**src/pawc_pkg.sv**
```systemverilog
/*
  constants, field positions and carrier types shared by the
  configuration-space address window block.
  assumes one clock domain and dword-aligned configuration offsets.
*/
package pawc_pkg;

  // ***********************************************************
  // register offsets in configuration space
  // ***********************************************************
  localparam logic [7:0]  OFF_WIN0       = 8'h10;  // first address window
  localparam logic [7:0]  OFF_WIN_STRIDE = 8'h04;
  localparam logic [7:0]  OFF_WIN5       = 8'h24;  // sixth window, not built
  localparam logic [7:0]  OFF_ROM        = 8'h30;  // expansion rom window
  localparam int          NUM_WIN        = 5;      // windows zero to four

  // ***********************************************************
  // reset values
  // ***********************************************************
  localparam logic [31:0] WIN0_RESET     = 32'hFFFFFFC1;  // 64-byte i/o window
  localparam logic [31:0] WINX_RESET     = 32'h00000008;  // prefetch bit only
  localparam logic [31:0] ROM_RESET      = 32'h00000000;

  // ***********************************************************
  // field positions and fixed masks
  // ***********************************************************
  localparam int          BIT_SPACE      = 0;   // 1 = i/o, 0 = memory
  localparam int          BIT_TYPE_LO    = 1;   // below first megabyte
  localparam int          BIT_TYPE_HI    = 2;   // 64-bit, unsupported
  localparam int          BIT_PREF       = 3;
  localparam int          BIT_ROM_EN     = 0;
  localparam int          BIT_WIDTH_HI   = 31;  // add-on width code
  localparam int          BIT_WIDTH_LO   = 30;
  localparam logic [31:0] IO_PLACE       = 32'hFFFFFFFC;  // bits 31:2
  localparam logic [31:0] IO_FORCED      = 32'hFFFFFF00;  // 256 bytes largest
  localparam logic [31:0] MEM_PLACE      = 32'hFFFFFFF0;  // bits 31:4
  localparam logic [31:0] MEM_FORCED     = 32'hE0000000;  // 512 MB largest
  localparam logic [31:0] MEM_ATTR       = 32'h0000000A;  // bits 3 and 1
  localparam logic [31:0] ROM_PLACE      = 32'hFFFFF800;  // bits 31:11
  localparam logic [31:0] ROM_FORCED     = 32'hFFFF0000;  // 64 KB largest
  localparam logic [31:0] LOW_MB_MASK    = 32'hFFF00000;

  // ***********************************************************
  // boot load selectors and rom assembly
  // ***********************************************************
  localparam logic [2:0]  BOOT_SEL_ROM   = 3'h6;  // rom window image
  localparam logic [1:0]  ROM_LAST_BYTE  = 2'h3;  // four byte reads a word

  // ***********************************************************
  // carrier types
  // ***********************************************************
  typedef struct packed {
    logic        rd;
    logic        wr;
    logic [7:0]  addr;
    logic [3:0]  be;
    logic [31:0] wdata;
  } pawc_cfg_t;

  typedef struct packed {
    logic        mem;
    logic        io;
    logic        rd;
    logic [31:0] addr;
  } pawc_bus_t;

  typedef struct packed {
    logic        wr;
    logic [2:0]  sel;
    logic [31:0] data;
  } pawc_boot_t;

  typedef enum logic [1:0] {
    ROM_IDLE  = 2'b00,
    ROM_ISSUE = 2'b01,
    ROM_WAIT  = 2'b10,
    ROM_DONE  = 2'b11
  } pawc_rom_state_t;

endpackage : pawc_pkg

```
**src/pawc_window_cfg.sv**
```systemverilog
/*
  address window and expansion rom window registers of a pci target:
  sizing read-back, boot-loaded enables, decode and rom word assembly.
  assumes the configuration cycle decoder, the boot memory loader, the
  command register and an 8-bit external rom all sit outside this block,
  all synchronous to clk_i.
*/
// Notes on behaviour
// - i/o window reads one in bit 0
// - i/o placement bits 31:2, unusable bits zero
// - windows above zero: placement enabled by boot
// - i/o bit 1 zero; disabled window reads zero
// - memory sizing 16 bytes to 512 megabytes
// - add-on width is mask bits 31:30: 11 once placed, else 00
// - memory bits 3..1 show region attributes
// - sixth window reads zero, never decodes
// - i/o sizing 4 to 256 bytes
// - window zero powers up 64-byte i/o
// - boot may turn window zero into memory
// - rom window at 30h, reset zero, boot-loaded
// - rom bits 31:11 and 0 writable, rest zero
// - rom access assembled from byte reads
// - rom placement boot-enabled, at most 64K
// - rom bit 0 plus memory enable decode
// - memory type 00 anywhere, 01 below 1MB
// - prefetch zero on window zero, else boot
`timescale 1ns/1ps

module pawc_window_cfg (
  // clock and reset
  input  wire logic                 clk_i,
  input  wire logic                 resetn_i,
  // configuration access
  input  wire pawc_pkg::pawc_cfg_t  cfg_i,
  output logic                      cfg_ack_o,
  output logic [31:0]               cfg_rdata_o,
  // boot memory image load
  input  wire pawc_pkg::pawc_boot_t boot_i,
  // command register enables
  input  wire logic                 mem_space_en_i,
  input  wire logic                 io_space_en_i,
  // pci address decode
  input  wire pawc_pkg::pawc_bus_t  bus_i,
  output logic [4:0]                win_hit_o,
  output logic                      rom_hit_o,
  output logic [7:0]                win_width_o,
  // external rom byte port
  output logic                      ext_rd_o,
  output logic [15:0]               ext_addr_o,
  input  wire logic [7:0]           ext_data_i,
  input  wire logic                 ext_ack_i,
  // assembled rom word
  output logic                      rom_valid_o,
  output logic [31:0]               rom_data_o
);

  // ***********************************************************
  // helper functions
  // ***********************************************************

  // clean a boot image into a window mask of writable bits
  function automatic logic [31:0] win_mask(input logic [2:0] idx,
                                           input logic [31:0] v);
    logic [31:0] m;
    m = v;
    if (idx == 3'h0)
      m[pawc_pkg::BIT_PREF] = 1'b0;
    if (m[pawc_pkg::BIT_SPACE])
    begin
      m[pawc_pkg::BIT_TYPE_LO] = 1'b0;
      if ((m & pawc_pkg::IO_PLACE) != 32'h00000000)
        m = m | pawc_pkg::IO_FORCED;
    end
    else
    begin
      m[pawc_pkg::BIT_TYPE_HI] = 1'b0;
      if ((m & pawc_pkg::MEM_PLACE) != 32'h00000000)
        m = m | pawc_pkg::MEM_FORCED;
    end
    return m;
  endfunction : win_mask

  // sizing read-back of one address window
  function automatic logic [31:0] win_read(input logic [31:0] m,
                                           input logic [31:0] b);
    logic [31:0] r;
    r = 32'h00000000;
    if (m[pawc_pkg::BIT_SPACE] && ((m & pawc_pkg::IO_PLACE) != 32'h00000000))
      r = (b & m & pawc_pkg::IO_PLACE) | 32'h00000001;
    else if (!m[pawc_pkg::BIT_SPACE] && ((m & pawc_pkg::MEM_PLACE) != 32'h00000000))
      r = (b & m & pawc_pkg::MEM_PLACE) | (m & pawc_pkg::MEM_ATTR);
    return r;
  endfunction : win_read

  // byte-lane write through a mask of writable bits
  function automatic logic [31:0] lane_write(input logic [31:0] old,
                                             input logic [31:0] wd,
                                             input logic [3:0]  be,
                                             input logic [31:0] m);
    logic [31:0] r;
    r = old;
    for (int i = 0; i < 4; i++)
      if (be[i])
        r[i*8 +: 8] = (old[i*8 +: 8] & ~m[i*8 +: 8]) | (wd[i*8 +: 8] & m[i*8 +: 8]);
    return r;
  endfunction : lane_write

  // ***********************************************************
  // state
  // ***********************************************************
  logic [31:0]               mask_q [pawc_pkg::NUM_WIN];
  logic [31:0]               base_q [pawc_pkg::NUM_WIN];
  logic [31:0]               rom_mask_q;
  logic [31:0]               rom_base_q;
  pawc_pkg::pawc_rom_state_t rom_state_q;
  logic [1:0]                rom_byte_q;
  logic [31:0]               rom_word_q;

  // ***********************************************************
  // address decode of configuration offsets
  // ***********************************************************
  logic                      cfg_win_sel;
  logic [2:0]                cfg_win_idx;
  logic                      cfg_rom_sel;
  logic [7:0]                cfg_rel;

  // window index from offset; the sixth window is left unselected
  always_comb
  begin
    cfg_rel     = cfg_i.addr - pawc_pkg::OFF_WIN0;
    cfg_win_idx = cfg_rel[4:2];
    cfg_win_sel = 1'b0;
    cfg_rom_sel = 1'b0;
    if ((cfg_i.addr >= pawc_pkg::OFF_WIN0) && (cfg_i.addr < pawc_pkg::OFF_WIN5))
      cfg_win_sel = 1'b1;
    else if (cfg_i.addr == pawc_pkg::OFF_ROM)
      cfg_rom_sel = 1'b1;
  end

  // ***********************************************************
  // address window registers
  // ***********************************************************

  // writable-bit masks: reset image, then boot image if present
  always_ff @(posedge clk_i or negedge resetn_i)
  begin
    if (!resetn_i)
    begin
      mask_q[0] <= pawc_pkg::WIN0_RESET;
      for (int w = 1; w < pawc_pkg::NUM_WIN; w++)
        mask_q[w] <= pawc_pkg::WINX_RESET;
    end
    else if (boot_i.wr && (boot_i.sel < 3'(pawc_pkg::NUM_WIN)))
      mask_q[boot_i.sel] <= win_mask(boot_i.sel, boot_i.data);
  end

  // base placement written by configuration software
  always_ff @(posedge clk_i or negedge resetn_i)
  begin
    if (!resetn_i)
    begin
      for (int w = 0; w < pawc_pkg::NUM_WIN; w++)
        base_q[w] <= 32'h00000000;
    end
    else if (cfg_i.wr && cfg_win_sel)
      base_q[cfg_win_idx] <= lane_write(base_q[cfg_win_idx], cfg_i.wdata, cfg_i.be,
                                        mask_q[cfg_win_idx]);
  end

  // ***********************************************************
  // expansion rom window register
  // ***********************************************************

  // rom mask: bits 31:11 from boot, widened so size stays at most 64K
  always_ff @(posedge clk_i or negedge resetn_i)
  begin
    if (!resetn_i)
    begin
      rom_mask_q <= pawc_pkg::ROM_RESET;
    end
    else if (boot_i.wr && (boot_i.sel == pawc_pkg::BOOT_SEL_ROM))
    begin
      if ((boot_i.data & pawc_pkg::ROM_PLACE) != 32'h00000000)
        rom_mask_q <= (boot_i.data & pawc_pkg::ROM_PLACE) | pawc_pkg::ROM_FORCED
                      | 32'h00000001;
      else
        rom_mask_q <= 32'h00000000;                  // absent rom stays dead
    end
  end

  // rom base and decode enable; bits 10:1 never stored
  always_ff @(posedge clk_i or negedge resetn_i)
  begin
    if (!resetn_i)
      rom_base_q <= pawc_pkg::ROM_RESET;
    else if (cfg_i.wr && cfg_rom_sel)
      rom_base_q <= lane_write(rom_base_q, cfg_i.wdata, cfg_i.be, rom_mask_q);
  end

  // ***********************************************************
  // configuration read-back
  // ***********************************************************

  // one-cycle answer; unlisted offsets and the sixth window read zero
  always_ff @(posedge clk_i or negedge resetn_i)
  begin
    if (!resetn_i)
    begin
      cfg_ack_o   <= 1'b0;
      cfg_rdata_o <= 32'h00000000;
    end
    else
    begin
      cfg_ack_o   <= cfg_i.rd | cfg_i.wr;
      cfg_rdata_o <= 32'h00000000;
      if (cfg_i.rd && cfg_win_sel)
      begin
        cfg_rdata_o <= win_read(mask_q[cfg_win_idx], base_q[cfg_win_idx]);
      end
      else if (cfg_i.rd && cfg_rom_sel)
      begin
        cfg_rdata_o <= rom_base_q & rom_mask_q;
      end
    end
  end

  // ***********************************************************
  // pci address decode
  // ***********************************************************
  logic [4:0]                hit_d;
  logic                      rom_hit_d;

  // compare only placement bits; the low-megabyte type adds a range check
  always_comb
  begin
    for (int w = 0; w < pawc_pkg::NUM_WIN; w++)
    begin
      hit_d[w] = 1'b0;
      if (mask_q[w][pawc_pkg::BIT_SPACE])
      begin
        hit_d[w] = io_space_en_i && bus_i.io
                   && ((mask_q[w] & pawc_pkg::IO_PLACE) != 32'h00000000)
                   && (((bus_i.addr ^ base_q[w]) & mask_q[w] & pawc_pkg::IO_PLACE)
                       == 32'h00000000);
      end
      else
      begin
        hit_d[w] = mem_space_en_i && bus_i.mem
                   && ((mask_q[w] & pawc_pkg::MEM_PLACE) != 32'h00000000)
                   && (((bus_i.addr ^ base_q[w]) & mask_q[w] & pawc_pkg::MEM_PLACE)
                       == 32'h00000000)
                   && (!mask_q[w][pawc_pkg::BIT_TYPE_LO]
                       || ((bus_i.addr & pawc_pkg::LOW_MB_MASK) == 32'h00000000));
      end
    end
    rom_hit_d = mem_space_en_i && bus_i.mem && rom_base_q[pawc_pkg::BIT_ROM_EN]
                && rom_mask_q[pawc_pkg::BIT_ROM_EN]
                && (((bus_i.addr ^ rom_base_q) & rom_mask_q & pawc_pkg::ROM_PLACE)
                    == 32'h00000000);
  end

  // registered hit flags; no sixth window hit exists at all
  always_ff @(posedge clk_i or negedge resetn_i)
  begin
    if (!resetn_i)
    begin
      win_hit_o <= 5'h00;
      rom_hit_o <= 1'b0;
    end
    else
    begin
      win_hit_o <= hit_d;
      rom_hit_o <= rom_hit_d;
    end
  end

  // add-on width code of windows one to four, from the boot image
  always_ff @(posedge clk_i or negedge resetn_i)
  begin
    if (!resetn_i)
    begin
      win_width_o <= 8'h00;
    end
    else
    begin
      for (int w = 1; w < pawc_pkg::NUM_WIN; w++)
      begin
        win_width_o[(w-1)*2 +: 2] <= mask_q[w][pawc_pkg::BIT_WIDTH_HI:pawc_pkg::BIT_WIDTH_LO];
      end
    end
  end

  // ***********************************************************
  // rom word assembly
  // ***********************************************************

  // four byte reads, lowest byte first; rom reads that hit while a fetch is busy are ignored
  always_ff @(posedge clk_i or negedge resetn_i)
  begin
    if (!resetn_i)
    begin
      rom_state_q <= pawc_pkg::ROM_IDLE;
      rom_byte_q  <= 2'h0;
      rom_word_q  <= 32'h00000000;
      ext_rd_o    <= 1'b0;
      ext_addr_o  <= 16'h0000;
      rom_valid_o <= 1'b0;
      rom_data_o  <= 32'h00000000;
    end
    else
    begin
      rom_valid_o <= 1'b0;
      case (rom_state_q)
        pawc_pkg::ROM_IDLE:
        begin
          if (rom_hit_d && bus_i.rd)
          begin
            rom_byte_q  <= 2'h0;
            ext_addr_o  <= {bus_i.addr[15:2], 2'h0};
            rom_state_q <= pawc_pkg::ROM_ISSUE;
          end
        end
        pawc_pkg::ROM_ISSUE:
        begin
          ext_rd_o    <= 1'b1;
          rom_state_q <= pawc_pkg::ROM_WAIT;
        end
        pawc_pkg::ROM_WAIT:
        begin
          if (ext_ack_i)
          begin
            ext_rd_o                     <= 1'b0;
            rom_word_q[rom_byte_q*8 +: 8] <= ext_data_i;
            if (rom_byte_q == pawc_pkg::ROM_LAST_BYTE)
            begin
              rom_state_q <= pawc_pkg::ROM_DONE;
            end
            else
            begin
              rom_byte_q  <= rom_byte_q + 2'h1;
              ext_addr_o  <= ext_addr_o + 16'h0001;
              rom_state_q <= pawc_pkg::ROM_ISSUE;
            end
          end
        end
        pawc_pkg::ROM_DONE:
        begin
          rom_valid_o <= 1'b1;
          rom_data_o  <= rom_word_q;
          rom_state_q <= pawc_pkg::ROM_IDLE;
        end
        default:
        begin
          rom_state_q <= pawc_pkg::ROM_IDLE;
        end
      endcase
    end
  end

endmodule : pawc_window_cfg

```
**config.mk**
```make
export PLATFORM = sky130hd
export DESIGN_NAME = pawc_window_cfg
export DESIGN_NICKNAME = d
export VERILOG_FILES = /design/src/pawc_pkg.sv /design/src/pawc_window_cfg.sv
export SDC_FILE = /design/constraint.sdc
export NUM_CORES = 1
export LEC_CHECK = 0
export BUFFER_PORTS_ARGS = -buffer_cell sky130_fd_sc_hd__buf_2
export CORE_UTILIZATION = 46
export CTS_BUF_LIST = sky130_fd_sc_hd__clkbuf_16
export CTS_CLUSTER_SIZE = 20
export DETAILED_ROUTE_END_ITERATION = 10
export PLACE_DENSITY_LB_ADDON = 0.2
export SKIP_CTS_REPAIR_TIMING = 1
export SLEW_MARGIN = 20
export SYNTH_ARGS = -nofsm -noshare
export SYNTH_HDL_FRONTEND = slang
export SYNTH_SLANG_ARGS = --single-unit
```
**constraint.sdc**
```tcl
create_clock -name clk_i -period 3.75 [get_ports clk_i]
set_clock_uncertainty 0.2 [all_clocks]
set_input_delay 0.75 -clock clk_i [delete_from_list [all_inputs] [get_ports clk_i]]
set_output_delay 0.75 -clock clk_i [all_outputs]
set_load 0.02 [all_outputs]
```
== Word-level counts from Yosys, hierarchy flattened ==
Index checks and enable logic that the tools add are counted.

* $mul: 0
* Add/sub/neg operators: 4
* Shift-type cells: 2
* Muxes and demuxes: 55
* Reductions and logical operators: 92
* Eq/ne operators: 9
* Div/mod/pow operators: 0
* Bitwise logic cells: 50
* Magnitude comparators: 7

{| class="wikitable"
|+ Operators with widths
! kind !! number
|-
| 32-bit two-way mux || 15
|-
| 32-bit nonzero test || 15
|-
| 32-bit logical NOT || 12
|-
| 160-bit bitwise mux || 2
|-
| 32-bit bitwise AND || 8
|-
| 32-bit binary-select mux with 3-bit select || 2
|-
| 32-bit demux with 3-bit select || 2
|-
| 32-bit XOR || 6
|-
| 8-bit bitwise AND || 16
|-
| 8-bit two-way mux || 8
|-
| 8-bit inverter || 8
|-
| 8-bit OR || 8
|-
| 16-bit two-way mux || 3
|-
| 1-bit logical AND || 42
|-
| 5-bit negator with 34-bit output || 1
|-
| 8-bit by 34-bit variable shift with 32-bit output, first input constant || 1
|-
| 8-bit by 34-bit indexed part select with 32-bit output || 1
|-
| 32-bit bitwise mux || 1
|-
| 32-bit by 4-bit OR with 32-bit output || 1
|-
| 16-bit case mux with 2 select lines || 1
|-
| 16-bit by 1-bit adder with 16-bit output, second input constant || 1
|-
| 2-bit AND reduction || 7
|-
| 1-bit two-way mux || 12
|-
| 2-bit two-way mux || 6
|-
| other kinds (23) || 40
|}

* Memories kept: 0
* Flip-flop bits (word level): 517
* Word-level logic and storage cells: 246
* ROM bits: 0
* Input bits: 130
* Bits in latches: 0
* Bits in writable memories: 0
* Output and inout port bits: 97

== Depth between registers and ports, before layout ==
* Word-level depth: 11
* Depth in mapped cells: 11
* Gate-level depth less buffers: 7

== Worst setup path after synthesis ==
Ideal clock, no wire load.

* Kind: input to register
* Start point: in cfg_i[38] (netlist name)
* End point: reg cfg_rdata_o[0]
* Buffers on the path: 1
* Library setup time: 0.144 ns
* Cell stages on the path: 6
* Required time: 3.406 ns
* Slack: 1.108 ns
* Arrival time: 2.298 ns
* Path through: buf_6 > mux4_2 > o41ai_2 > nand4_1 > nor4_2 > a32oi_1

* Word-level cells in the longest chain between the ends: 10
* Elaborated cells on any way between the ends: 23
* Those cells by class: add/sub: 1; order compare: 2; eq/ne: 1; mux: 10; bitwise: 1; reduce/logical: 8

{| class="wikitable"
|+ RTL lines
! element !! RTL line !! text
|-
| from (decl) || pawc_window_cfg.sv:34 || <nowiki>input wire pawc_pkg::pawc_cfg_t cfg_i,</nowiki>
|-
| 5-bit subtractor || pawc_window_cfg.sv:130 || <nowiki>cfg_rel = cfg_i.addr - pawc_pkg::OFF_WIN0;</nowiki>
|-
| 3-bit inverter with 4-bit output (implied by the code) || pawc_window_cfg.sv:218 || <nowiki>cfg_rdata_o <= win_read(mask_q[cfg_win_idx], base_q[cfg_win_idx]);</nowiki>
|-
| 32-bit binary-select mux with 3-bit select || pawc_window_cfg.sv:218 ||
|-
| 32-bit two-way mux (implied by the code) (2 in a row) || pawc_window_cfg.sv:218 ||
|-
| 32-bit nonzero test or 1-bit logical NOT (tied branches) || pawc_window_cfg.sv:90 || <nowiki>else if (!m[pawc_pkg::BIT_SPACE] && ((m & pawc_pkg::MEM_PLACE) != 32'h00000000))</nowiki>
|-
| 1-bit logical AND || pawc_window_cfg.sv:90 ||
|-
| 32-bit two-way mux || pawc_window_cfg.sv:90 ||
|-
| 32-bit two-way mux || pawc_window_cfg.sv:88 || <nowiki>if (m[pawc_pkg::BIT_SPACE] && ((m & pawc_pkg::IO_PLACE) != 32'h00000000))</nowiki>
|-
| 32-bit two-way mux (*) || pawc_window_cfg.sv:216 || <nowiki>if (cfg_i.rd && cfg_win_sel)</nowiki>
|-
| to (signal assigned) || pawc_window_cfg.sv:218 ||
|-
| to (signal assigned) || pawc_window_cfg.sv:222 || <nowiki>cfg_rdata_o <= rom_base_q & rom_mask_q;</nowiki>
|-
| to (decl) || pawc_window_cfg.sv:36 || <nowiki>output logic [31:0] cfg_rdata_o,</nowiki>
|}

Mark *: on every way between the ends. The rest lies on a longest branch, timed or not. The select of a mux whose other input is x is not followed.
A chain may end at the register's enable or synchronous reset.

== Final worst setup path ==
* Start point: reg mask_q[78] (netlist name)
* End point: reg cfg_rdata_o[1]

* Word-level cells in the longest chain between the ends: 8
* Elaborated cells on any way between the ends: 10
* Those cells by class: mux: 6; reduce/logical: 4

{| class="wikitable"
|+ RTL lines
! element !! RTL line !! text
|-
| from (decl) || pawc_window_cfg.sv:111 || <nowiki>logic [31:0] mask_q [pawc_pkg::NUM_WIN];</nowiki>
|-
| from (signal, indexed assignment) || pawc_window_cfg.sv:151 || <nowiki>mask_q[w] <= pawc_pkg::WINX_RESET;</nowiki>
|-
| from (signal, indexed assignment) || pawc_window_cfg.sv:154 || <nowiki>mask_q[boot_i.sel] <= win_mask(boot_i.sel, boot_i.data);</nowiki>
|-
| 32-bit binary-select mux with 3-bit select (*) || pawc_window_cfg.sv:218 ||
|-
| 32-bit two-way mux (implied by the code) (*) (2 in a row) || pawc_window_cfg.sv:218 ||
|-
| 32-bit nonzero test || pawc_window_cfg.sv:90 ||
|-
| 1-bit logical AND || pawc_window_cfg.sv:90 ||
|-
| 32-bit two-way mux || pawc_window_cfg.sv:90 ||
|-
| 32-bit two-way mux (*) || pawc_window_cfg.sv:88 ||
|-
| 32-bit two-way mux (*) || pawc_window_cfg.sv:216 ||
|}

Marked as above.

==> flow_metrics.env <==
export IMPL_worstPathRequired_ns=4.00
export IMPL_dp_hpwl_um=80400
export IMPL_antenna_found_initial=7
export IMPL_rows=82
export IMPL_power_density_mw_per_mm2=527
export IMPL_ys_seq_area_share_pct=49.8
export IMPL_gp_congestion=1.03
export IMPL_status="finished, final reports clean"
export IMPL_layout_drive_gt1_share_pct=20.7
export IMPL_cts_sinks=471
export IMPL_holdCritPathClass="primary input to register"
export IMPL_path_cells="nor4_1 > a21oi_1 > o21ai_0 > nand4_1 > nor4_2 > buf_4 > a2111oi_1"
export IMPL_clk_latency_ns=0.62
export IMPL_synth_edf_count=0
export IMPL_crit_path_end_kind="register"
export IMPL_drv_slew=0
export IMPL_setup_violations=0
export IMPL_fmax_ghz=0.336
export IMPL_cts_inserted_buffers=52
export IMPL_hold_viol_final=0
export IMPL_grt_overflow_total=0
export IMPL_netlist_instances=2446
export IMPL_grt_pass1_vias=20300
export IMPL_synth_flop_cell="dfrtp_1"
export IMPL_wl_met3_um=9650
export IMPL_r2r_slack_ns=0.78
export IMPL_routed_wl_um=104000
export IMPL_min_from="boot_i[3]"
export IMPL_dr_wl_met2_um=45600
export IMPL_grt_usage_pct=39.9
export IMPL_grt_max_degree=105
export IMPL_dieHeight_um=229
export IMPL_top_layer_used="met5"
export IMPL_h_tree_depth=2
export IMPL_maxCapViolations=0
export IMPL_r2r_cells=7
export IMPL_cts_clk_slew_worst_paths_ns=0.06
export IMPL_remaining_drc_errors=0
export IMPL_wire_per_inst_um=30.9
export IMPL_crit_family="simple AND/OR/NAND/NOR gates"
export IMPL_boundaryPins=227
export IMPL_ys_types=76
export IMPL_io_buffers=223
export IMPL_start_kind="register"
export IMPL_drt_pass1_iterations=6
export IMPL_cts_root_buf="clkbuf_16"
export IMPL_core_area_mm2=0.0506
export IMPL_critPathMaxStageDelay_ns=0.89
export IMPL_initial_core_util_pct=47.0
export IMPL_synthesis_nets=2582
export IMPL_ys_ff_latch=471
export IMPL_slew_headroom_pct=26.8
export IMPL_async_flop_share_pct=100
export IMPL_drt_iter0_markers=2397
export IMPL_yosysMostFrequentCell="nand2_1"
export IMPL_r2r_start="mask_q[78]$_DFFE_PN0P_"
export IMPL_min_path_cells=3
export IMPL_p_leak_nw=13.0
export IMPL_cts_tree="built"
export IMPL_finalCriticalPeriod_ns=2.97
export IMPL_syn2layout_area_growth_pct=16.0
export IMPL_die_width_um=229
export IMPL_path_buf_inv=1
export IMPL_hold_end="mask_q[99]$_DFFE_PN1P_"
export IMPL_dieArea_mm2=0.0526
export IMPL_placed_cell_area_mm2=0.0259
export IMPL_rsz0062_at_grt="no"
export IMPL_critical_path_class="register to register"
export IMPL_synth_largest_area_cell="dfrtp_1"
export IMPL_peakVddDrop_mv=0.455
export IMPL_avgSynthCellArea_um2=9.72
export IMPL_antenna_left=0
export IMPL_tightest_slew_ns=1.10
export IMPL_synthTopCellsByCount="nand2_1, dfrtp_1, o21ai_0, xor2_1, clkbuf_1"
export IMPL_slowest_stage="nor4_1"
export IMPL_synth_top_area_share_pct=46.3
export IMPL_synthTopCellsByArea="dfrtp_1, nand2_1, o21ai_0"
export IMPL_reg2reg_to="cfg_rdata_o[1]$_DFF_PN0_"
export IMPL_fin_area_mm2=0.0276
export IMPL_yosysWarnings=0
export IMPL_clockBufferDepth=3
export IMPL_tns_ns=0
export IMPL_final_net_count=2794
export IMPL_viasPerCell=6.20
export IMPL_grt_pass1_wl_um=149000
export IMPL_syn_area_mm2=0.0238
export IMPL_crit_fanout=4
export IMPL_met1Wirelength_um=43900
export IMPL_worstPathArrival_ns=3.22
export IMPL_fin_crit_sh_pct=79.3
export IMPL_num_vias=20900
-- logic make-up (layout without fill, tap and decap cells) --
logic type	count (synthesis)	in the layout	synth area share, %
AOI/OAI and AO/OA	655	655	16.9
adders and majority gates	6	6	0.316
other	0	1	0
buffers and inverters	188	443	3.63
xor gates and xnor gates	171	171	6.30
and+or+nand+nor	793	793	14.7
muxes	162	162	8.37
DFF	471	471	49.8
-- layer usage --
layer	up-vias	track usage, %
li1	9094	-
met1	10500	55.7
met2	1097	59.6
met3	207	8.59
met4	8	17.5
met5	-	0.276
-- flip-flops by register name (all words and copies together) (netlist names), named ones only --
| name | cells |
|---|---|
| rom_mask_q | 6 |
| rom_word_q | 32 |
| win_width_o | 8 |
| rom_hit_o | 1 |
| base_q | 150 |
| win_hit_o | 5 |
| rom_data_o | 32 |
| cfg_rdata_o | 32 |
| ext_rd_o | 1 |
| rom_byte_q | 2 |
| rom_valid_o | 1 |
| rom_state_q | 2 |
| mask_q | 160 |
| ext_addr_o | 16 |
| cfg_ack_o | 1 |
-- power breakdown --
part           leakage [nW]  switching [mW]  internal, mW
clock network         0.825            2.22          2.78
logic                  6.06            1.80         0.984
registers              6.11            1.06          5.70
-- final cells by class --
cell class	count	area, um^2
well taps	672	841
clock buffers	53	1330
diodes	1	2.50
clock inverters	44	312
fillers	4507	23000
inverters	27	101
multi-input cells	1787	11100
flip-flops and latches	471	11800
repair buffers	319	2030
-- per-stage QoR --
step | setup WS [ns] | total power [mW] | cells | hold slack, ns | utilization (%)
detailed placement | 0.378 | 9.48 | 3274 | 0.267 | 51.2
finish | 0.776 | 14.5 | 3374 | 0.151 | 54.5
CTS | 0.749 | 14.4 | 3371 | -0.116 | 54.4
global route | 0.614 | 15.0 | 3373 | 0.164 | 54.5
global placement | 0.344 | 9.41 | 3274 | 0.258 | 51.2
floorplan | 1.11 | 7.85 | 2446 | 0.214 | -
-- worst register-to-register path, delay by kind of cell, from the launching register on --
kind / cells / cell delay [ns]
AND/OR/NAND/NOR: 3 / 1.33
flip-flops: 1 / 0.49
AO/OA/AOI/OAI: 3 / 0.59
buffers and inverters: 1 / 0.20
-- how the worst max path moves through the flow --
stage | startpoint | endpoint | slack [ns] | cells after the start
detailed placement | cfg_i[39] | cfg_rdata_o[1]$_DFF_PN0_ | 0.38 | 8
CTS | mask_q[78]$_DFFE_PN0P_ | cfg_rdata_o[1]$_DFF_PN0_ | 0.75 | 7
global route | mask_q[78]$_DFFE_PN0P_ | cfg_rdata_o[1]$_DFF_PN0_ | 0.61 | 7
finish | mask_q[78]$_DFFE_PN0P_ | cfg_rdata_o[1]$_DFF_PN0_ | 0.78 | 7
floorplan | cfg_i[38] | cfg_rdata_o[0]$_DFF_PN0_ | 1.11 | 6
global placement | cfg_i[39] | cfg_rdata_o[1]$_DFF_PN0_ | 0.34 | 8
-- cell usage in the layout, fill, tap and decap left out, drive strengths merged, types with 7 or more instances in the layout --
cell type and count:
nand2 522, dfrtp 440, o21ai 362, buf 318, xor2 171, nor2 85
mux2 74, a22oi 72, mux2i 66, a21oi 55, clkbuf 53, nor4 53
inv 41, a22o 31, dfstp 31, nand4 24, mux4 22, nand3 21
a221oi 20, clkinv 20, o22ai 19, nand2b 16, nor3 15, o2bb2ai 13
a32o 11, a211oi 11, a31oi 10, and3 9, nor3b 9, and2 9
clkinvlp 7, or2 7
Power figures use the tool's default switching activity.
